**src/rtl/pamx_pkg.sv**
```systemverilog
// Constants and carrier types for the port alternate-function mux
package pamx_pkg;
  // Package variants by pin count
  localparam int PINS_8  = 8;
  localparam int PINS_20 = 20;
  localparam int PINS_28 = 28;

  // Register byte offsets on the bus, one aligned word each
  localparam logic [7:0] OFF_PA_AF     = 8'h00;
  localparam logic [7:0] OFF_PB_AF     = 8'h04;
  localparam logic [7:0] OFF_PB_SEL1   = 8'h08;
  localparam logic [7:0] OFF_PB_SEL2   = 8'h0c;
  localparam logic [7:0] OFF_PC_AF     = 8'h10;
  localparam logic [7:0] OFF_PC_SEL1   = 8'h14;
  localparam logic [7:0] OFF_PC_SEL2   = 8'h18;
  localparam logic [7:0] OFF_LED_EN    = 8'h1c;
  localparam logic [7:0] OFF_LED_LVL_H = 8'h20;
  localparam logic [7:0] OFF_LED_LVL_L = 8'h24;
  localparam logic [7:0] OFF_STATUS    = 8'h28;

  // Number of writable registers, all below the status word
  localparam logic [3:0] NREG = 4'ha;
  // Reset value of every writable register
  localparam logic [7:0] CFG_RST = 8'h00;

  // Status word bit positions
  localparam int ST_DBG    = 0;
  localparam int ST_RSTSEQ = 1;
  localparam int ST_XTAL   = 2;
  localparam int ST_PA2    = 3;

  // LED sink level codes, {high half bit, low half bit}
  localparam logic [1:0] LVL_3MA  = 2'h0;
  localparam logic [1:0] LVL_7MA  = 2'h1;
  localparam logic [1:0] LVL_13MA = 2'h2;
  localparam logic [1:0] LVL_20MA = 2'h3;

  // Port pins that carry fixed roles
  localparam int PB_CLK_PIN = 3;
  localparam int PC_CMP_PIN = 3;

  // Bus response
  localparam logic HRESP_OKAY = 1'b0;

  // Drive request or drive result for one 8-bit port
  typedef struct packed {
    logic [7:0] out;
    logic [7:0] oe;
  } pamx_pins_t;
endpackage

```
**src/rtl/pamx_mux.sv**
```systemverilog
// Port A/B/C alternate-function mux, LED sink control and shared pins
//
// The AHB-Lite interface to the registers and the address map were decided locally.
module pamx_mux
  import pamx_pkg::*;
#(
  parameter int PIN_COUNT = pamx_pkg::PINS_28  // Package variant
)(
  input  wire logic                 clk,
  input  wire logic                 resetn,
  input  wire logic                 clk_en,
  input  wire logic                 hsel,
  input  wire logic [31:0]          haddr,
  input  wire logic [1:0]           htrans,
  input  wire logic                 hwrite,
  input  wire logic [2:0]           hsize,
  input  wire logic [31:0]          hwdata,
  input  wire logic                 hready,
  output logic                      hreadyout,
  output logic [31:0]               hrdata,
  output logic                      hresp,
  input  wire logic [7:0]           pa_pin_in,
  input  wire logic [7:0]           pb_pin_in,
  input  wire logic [7:0]           pc_pin_in,
  input  wire pamx_pkg::pamx_pins_t gpio_a,
  input  wire pamx_pkg::pamx_pins_t gpio_b,
  input  wire pamx_pkg::pamx_pins_t gpio_c,
  input  wire pamx_pkg::pamx_pins_t pa_func,
  input  wire logic                 comparator_result_out,
  input  wire logic                 xtal_en,
  input  wire logic                 sys_reset_seq,
  input  wire logic                 dbg_unlock_seen,
  input  wire logic                 dbg_out,
  input  wire logic                 dbg_oe,
  output pamx_pkg::pamx_pins_t      pa_drive,
  output pamx_pkg::pamx_pins_t      pb_drive,
  output pamx_pkg::pamx_pins_t      pc_drive,
  output logic [7:0]                pa_func_in,
  output logic [7:0]                adc_connect,
  output logic                      vref_pb_connect,
  output logic                      vref_pc_connect,
  output logic                      ext_clock_in,
  output logic                      comparator_pos_in,
  output logic                      comparator_neg_in,
  output logic [7:0]                led_sink_enable,
  output logic [15:0]               led_sink_level,
  output logic                      chip_reset_hold,
  output logic                      dbg_pin_in,
  output logic                      debug_unlocked
);
  import pamx_pkg::*;

  // Variant flags
  localparam logic IS8  = (PIN_COUNT == PINS_8);
  localparam logic IS20 = (PIN_COUNT == PINS_20);
  localparam logic IS28 = (PIN_COUNT == PINS_28);

  logic [7:0] cfg_r [NREG];      // Writable configuration bytes
  logic       wr_pend_r;         // Write data phase pending
  logic [3:0] wa_r;              // Word index of pending write
  logic       dbg_unl_r;         // Debug owns port A bit zero
  logic       rseq_q_r;          // Reset sequence, last cycle

  // Register index decode from a byte offset
  function automatic logic [3:0] ridx(input logic [7:0] off);
    ridx = off[5:2];
  endfunction

  // Named views of the configuration bytes
  wire [7:0] pa_af   = cfg_r[ridx(OFF_PA_AF)];
  wire [7:0] pb_af   = cfg_r[ridx(OFF_PB_AF)];
  wire [7:0] pb_sel1 = cfg_r[ridx(OFF_PB_SEL1)];
  wire [7:0] pc_af   = cfg_r[ridx(OFF_PC_AF)];
  wire [7:0] pc_sel1 = cfg_r[ridx(OFF_PC_SEL1)];
  wire [7:0] led_en  = cfg_r[ridx(OFF_LED_EN)];
  wire [7:0] led_hi  = cfg_r[ridx(OFF_LED_LVL_H)];
  wire [7:0] led_lo  = cfg_r[ridx(OFF_LED_LVL_L)];

  // Bus decode; upper address bits are not checked, so the map aliases
  wire       addr_ok = hsel & htrans[1] & hready;
  wire [3:0] ra      = haddr[5:2];
  wire [7:0] status  = 8'h00 | ({7'h00, dbg_unl_r} << ST_DBG)
                     | ({7'h00, sys_reset_seq} << ST_RSTSEQ)
                     | ({7'h00, xtal_en} << ST_XTAL)
                     | ({7'h00, pa_pin_in[2]} << ST_PA2);
  wire [7:0] rd_byte = (ra < NREG) ? cfg_r[ra]
                     : (ra == ridx(OFF_STATUS)) ? status : 8'h00;

  // Select decode: bit one picks the second function once enabled
  wire [7:0] pb_fn1 = pb_af & pb_sel1;
  wire [7:0] pc_fn1 = pc_af & pc_sel1;
  wire       pb_clk = pb_af[PB_CLK_PIN] & ~pb_sel1[PB_CLK_PIN];
  wire       pc_cmp = pc_af[PC_CMP_PIN] & ~pc_sel1[PC_CMP_PIN];

  // Analog channel map: B0-B3 to 0-3, C0-C2 to 4-6, B4 to 7
  wire [7:0] adc_nxt = {pb_fn1[4], pc_fn1[2:0], pb_fn1[3:0]};

  // Port B: every function is analog or input, so enable kills drive
  wire [7:0] pb_oe_nxt = gpio_b.oe & ~pb_af;

  // Port C: only the comparator output drives; reserved stays off
  wire [7:0] pc_cmp_v  = {4'h0, pc_cmp, 3'h0};
  wire [7:0] pc_oe_nxt = (gpio_c.oe & ~pc_af) | pc_cmp_v;
  wire [7:0] pc_o_nxt  = (gpio_c.out & ~pc_af)
                       | (pc_cmp_v & {8{comparator_result_out}});

  // Port A per-pin overrides
  wire       rst8   = IS8 & sys_reset_seq;
  wire [7:0] pa_kill = {5'h00, rst8, xtal_en, xtal_en | (rst8 & ~dbg_unl_r)};
  logic [7:0] pa_o_nxt;          // Port A output, before registering
  logic [7:0] pa_oe_nxt;         // Port A enable, before registering
  logic [7:0] pa_in_nxt;         // Port A inputs routed to peripherals

  // Port A: the timer decides in/out, so its own enable is passed on
  generate
    for (genvar i = 0; i < 8; i++) begin : g_pa
      wire dbg_own = (i == 0) & dbg_unl_r & IS8 & ~xtal_en;
      assign pa_o_nxt[i]  = dbg_own ? dbg_out
                          : pa_af[i] ? pa_func.out[i]
                          : gpio_a.out[i];
      assign pa_oe_nxt[i] = dbg_own ? dbg_oe
                          : pa_kill[i] ? 1'b0
                          : pa_af[i] ? pa_func.oe[i]
                          : gpio_a.oe[i];
      assign pa_in_nxt[i] = pa_af[i] & ~pa_kill[i] & ~dbg_own
                          & pa_pin_in[i];
    end
  endgenerate

  // Per-pin LED sink level, high half above low half
  logic [15:0] lvl_nxt;          // Packed two-bit levels
  generate
    for (genvar i = 0; i < 8; i++) begin : g_lvl
      assign lvl_nxt[2*i+1:2*i] = {led_hi[i], led_lo[i]};
    end
  endgenerate

  // Bus answers at once; a read in the cycle after a write to the
  // same word returns the old value
  assign hreadyout = 1'b1;
  assign hresp     = HRESP_OKAY;

  // Bus address phase capture and read data
  always_ff @(posedge clk or negedge resetn) begin
    if (!resetn) begin
      wr_pend_r <= 1'b0;
      wa_r      <= 4'h0;
      hrdata    <= 32'h0000_0000;
    end else if (clk_en) begin
      wr_pend_r <= addr_ok & hwrite;
      wa_r      <= ra;
      if (addr_ok & ~hwrite) begin
        hrdata <= {24'h00_0000, rd_byte};
      end
    end
  end

  // Register writes in the data phase; unmapped words are dropped
  always_ff @(posedge clk or negedge resetn) begin
    if (!resetn) begin
      for (int k = 0; k < NREG; k++) begin
        cfg_r[k] <= CFG_RST;
      end
    end else if (clk_en && wr_pend_r && wa_r < NREG) begin
      cfg_r[wa_r] <= hwdata[7:0];
    end
  end

  // Debug unlock: a new reset sequence clears it, a pattern seen during an
  // 8-pin reset sequence sets it, and set wins when both land in one cycle
  always_ff @(posedge clk or negedge resetn) begin
    if (!resetn) begin
      dbg_unl_r <= 1'b0;
      rseq_q_r  <= 1'b0;
    end else if (clk_en) begin
      rseq_q_r <= sys_reset_seq;
      if (rst8 & dbg_unlock_seen) begin
        dbg_unl_r <= 1'b1;
      end else if (sys_reset_seq & ~rseq_q_r) begin
        dbg_unl_r <= 1'b0;
      end
    end
  end

  // Registered pin drives and peripheral connections
  always_ff @(posedge clk or negedge resetn) begin
    if (!resetn) begin
      pa_drive          <= '0;
      pb_drive          <= '0;
      pc_drive          <= '0;
      pa_func_in        <= 8'h00;
      adc_connect       <= 8'h00;
      vref_pb_connect   <= 1'b0;
      vref_pc_connect   <= 1'b0;
      ext_clock_in      <= 1'b0;
      comparator_pos_in <= 1'b0;
      comparator_neg_in <= 1'b0;
      led_sink_enable   <= 8'h00;
      led_sink_level    <= 16'h0000;
      chip_reset_hold   <= 1'b0;
      dbg_pin_in        <= 1'b0;
    end else if (clk_en) begin
      pa_drive          <= '{out: pa_o_nxt, oe: pa_oe_nxt};
      pb_drive          <= '{out: gpio_b.out, oe: pb_oe_nxt};
      pc_drive          <= '{out: pc_o_nxt, oe: pc_oe_nxt};
      pa_func_in        <= pa_in_nxt;
      adc_connect       <= adc_nxt;
      vref_pb_connect   <= IS28 & pb_fn1[5];
      vref_pc_connect   <= IS20 & pc_fn1[2];
      ext_clock_in      <= pb_clk & pb_pin_in[PB_CLK_PIN];
      comparator_pos_in <= pc_fn1[0] & pc_pin_in[0];
      comparator_neg_in <= pc_fn1[1] & pc_pin_in[1];
      led_sink_enable   <= led_en;
      led_sink_level    <= lvl_nxt;
      chip_reset_hold   <= rst8 & ~pa_pin_in[2];
      dbg_pin_in        <= IS8 & pa_pin_in[0];
    end
  end

  assign debug_unlocked = dbg_unl_r;
endmodule

```
**config.mk**
```make
export PLATFORM = sky130hd
export DESIGN_NAME = pamx_mux
export DESIGN_NICKNAME = d
export VERILOG_FILES = /design/src/rtl/pamx_pkg.sv /design/src/rtl/pamx_mux.sv
export SDC_FILE = /design/constraint.sdc
export NUM_CORES = 1
export LEC_CHECK = 0
export BUFFER_PORTS_ARGS = -buffer_cell sky130_fd_sc_hd__buf_2
export CAP_MARGIN = 5
export CORE_AREA = 2 2 169 171
export DETAILED_ROUTE_END_ITERATION = 8
export DIE_AREA = 0 0 171 173
export RECOVER_POWER = 100
export SKIP_CTS_REPAIR_TIMING = 1
export SLEW_MARGIN = 0
export SYNTH_ARGS = -nofsm -noshare
export SYNTH_HDL_FRONTEND = slang
export SYNTH_SLANG_ARGS = --single-unit
```
**constraint.sdc**
```tcl
create_clock -name clk -period 1.6 [get_ports clk]
set_clock_uncertainty 0.05 [all_clocks]
set_input_delay 0 -clock clk [delete_from_list [all_inputs] [get_ports clk]]
set_output_delay 0 -clock clk [all_outputs]
set_load 0.01 [all_outputs]
```
==> impl_metrics.py <==
metrics = {
    "worst_hold_path": {
        "worstHoldPathCells": 2,
        "worstHoldEndpoint": "pb_sel1[4]$_DFFE_PN0P_",
        "holdCritPathClass": "input pin to flip-flop",
        "hold_start": "hwdata[4]",
    },
    "detailed_routing": {
        "drc": 0,
        "vias": 6129,
        "drtIter0Drc": 373,
        "drtAntennaViolNets": 0,
        "vias_per_cell": 4.45,
        "wl_per_cell_microns": 17.0,
        "wl_microns": 23400,
        "drt_first_pass_iters": 4,
    },
    "sta": {
        "rsz0062_at_grt": "true",
        "fin_setup_tns_ps": -367,
        "final-setup-viol-count": 8,
        "slew_violations": 0,
        "worst_pin_slew_ps": 801,
        "fin_ws_ps": -58.9,
        "slew_headroom_pct": 46.6,
        "hold_viol": 0,
        "fin_crit_sh_pct": 104,
        "fmax_ghz": 0.603,
        "min_period_ps": 1660,
    },
    "logic_synthesis": {
        "synthAdderAreaFrac_pct": 0,
        "async_flop_share_pct": 100,
        "ys_seq_area_share_pct": 56.3,
        "yosysTopAreaCell": "dfrtp_1",
        "synthFlopType": "dfrtp_1",
        "synth_edf_count": 0,
        "synthXorXnorAreaFrac_pct": 0,
        "netlist_area_sq_mm": 0.00822,
        "yosys.area_share.simple_pct": 7.06,
        "synth_top_family_by_area": "multiplexers",
        "yosysTopAreaCellShare_pct": 56.3,
        "synth.ff_latch_count": 185,
        "synthDistinctLibCells": 35,
        "synth_commonest_cells": "dfrtp_1 (185), mux2_2 (120), inv_1 (47), o21ai_0 (43)",
        "muxShareOfSynthArea_pct": 23.7,
        "ys_top_cells_by_area": "dfrtp_1 (56%), mux2_2 (16%), mux2i_1 (3.7%), mux4_2 (3.6%), buf_4 (2.7%)",
        "synth_compound_area_share_pct": 5.94,
        "syn-instance-count": 651,
        "yosysWarnings": 0,
        "postSynthAreaPerCell_sq_um": 12.6,
        "synth_most_common_cell": "dfrtp_1",
    },
    "run_status": {
        "violations": "setup timing",
        "outcome": "complete, but fails checks",
    },
    "grt": {
        "grt_usage_pct": 15.3,
        "grt_pass1_vias": 5875,
        "antenna_found_initial": 0,
        "grt_pass1_wl_microns": 34400,
        "grt_max_degree": 104,
        "globalRouteOverflowTotal": 0,
    },
    "critical_path": {
        "cpPeakStageDelay_ps": 500,
        "r2r_slack_ps": -60,
        "crit_arrival_ps": 1920,
        "crit_chain": "nand2_2 > or4b_4 > buf_6 > mux2_2",
        "rr_worst_depth": 4,
        "crit_required_ps": 1860,
        "cp-end-kind": "flip-flop",
        "timing.rr.start": "wr_pend_r$_DFFE_PN0P_",
        "path_class": "flip-flop to flip-flop",
        "critPathTopFamily": "simple AND/OR/NAND/NOR gates",
        "rr_endpoint": "led_hi[1]$_DFFE_PN0P_",
        "cp_slowest_cell": "or4b_4",
        "crit_buf_inv": 1,
        "path_max_fanout": 8,
        "critPathLaunchType": "flip-flop",
    },
    "floorplan": {
        "die_y_microns": 173,
        "dieArea_sq_mm": 0.0296,
        "rows": 61,
        "die_width_microns": 171,
        "core_region_area_sq_mm": 0.0276,
        "initial_utilization_pct": 29.7,
        "io_pins": 299,
    },
    "pwr": {
        "p_per_area_mw_per_mm2": 1010,
        "p_leak_nw": 5.27,
        "peakVddDrop_mv": 0.681,
    },
    "placed_design": {
        "portBuffers": 196,
        "placed_cells": 1252,
        "gp_congestion": 0.765,
        "placed_area_sq_mm": 0.0101,
        "place_hpwl_microns": 16100,
        "dpl_worst_slack_ps": -90.7,
    },
    "clocking": {
        "clock_sinks": 185,
        "clkTransAtPathRegs_ps": 80,
        "cts_buffers": 17,
        "clock_path_buffers": 2,
        "htree_levels": 4,
        "clk_latency_ps": 430,
        "cts-root-buf": "clkbuf_16",
        "cts_tree": "built",
    },
    "final_layout": {
        "fillers": 2698,
        "instances_no_fill": 1376,
        "drive_gt1_share_pct": 33.3,
        "finalInstanceArea_sq_mm": 0.0114,
        "syn_to_final_growth_pct": 39.3,
        "nNetsFinal": 1154,
        "n_antenna_cell": 0,
    },
    "flow_run": {
        "drv_cap": 0,
    },
}
## sequential cells by signal (all words and copies together), names as in the netlist, 16 cells and up
| signal | cells |
|---|---|
| pa_drive | 16 |
| cfg_r | 16 |
| led_sink_level | 16 |
| pc_drive | 16 |
| pb_drive | 16 |
## layout by cell type, fill, tap and decap left out, types with 20 or more instances in the layout
cell	instances
a21oi_1	20
buf_2	97
buf_4	30
clkbuf_1	111
conb_1	30
dfrtp_1	185
dlygate4sd3_1	89
inv_1	46
mux2_2	104
mux2i_1	29
nor2_1	23
o21ai_0	43
## worst max-delay path by stage
stage | start | endpoint | slack, ps | cells after the start
finish | wr_pend_r$_DFFE_PN0P_ | led_hi[1]$_DFFE_PN0P_ | -60 | 4
CTS | wa_r[3]$_DFFE_PN0P_ | pc_af[6]$_DFFE_PN0P_ | -100 | 4
detailed placement | wa_r[3]$_DFFE_PN0P_ | pc_af[6]$_DFFE_PN0P_ | -90 | 4
floorplan | wa_r[3]$_DFFE_PN0P_ | pc_af[0]$_DFFE_PN0P_ | -10 | 5
global placement | wa_r[3]$_DFFE_PN0P_ | pc_af[2]$_DFFE_PN0P_ | -40 | 4
global route | wr_pend_r$_DFFE_PN0P_ | led_hi[6]$_DFFE_PN0P_ | -90 | 4
## routing by layer
layer	vias up	track usage (%)	wire length [microns]
li1	2878	-	-
met1	3088	19.8	10100
met2	149	26.5	12200
met3	14	2.98	907
met4	0	3.11	200
met5	-	0	0
## layout make-up
class | count | area [sq um] | area share, %
sequential | 185 | 4630 | 40.4
multi-input combinational | 379 | 3220 | 28.2
timing repair buffer | 355 | 2350 | 20.5
tap | 378 | 473 | 4.13
clock buffer | 18 | 439 | 3.84
inverter | 47 | 176 | 1.54
clock inverter | 14 | 154 | 1.34
## metrics by stage
stage / power [mW] / util (%) / hold WS (ps)
floorplan: 6.32 / - / -346
global placement: 7.16 / 36.4 / -36.4
detailed placement: 7.21 / 36.4 / -22.7
CTS: 11.5 / 38.5 / -484
global route: 12.1 / 41.4 / 2.52
finish: 11.5 / 41.4 / 2.77
## cells by family after synthesis
kind of cell,after synthesis
simple gates,100
other cells,2
compound gates,86
flops,185
mux,163
buf+inv,115
## report_power, final
group,internal [mW],switching [mW],total [mW]
combinational,0.936,0.929,1.86
sequential,5.10,0.272,5.37
clock,2.26,2.03,4.29
total,8.29,3.23,11.5
No activity file was read; power rests on OpenSTA's default activity.
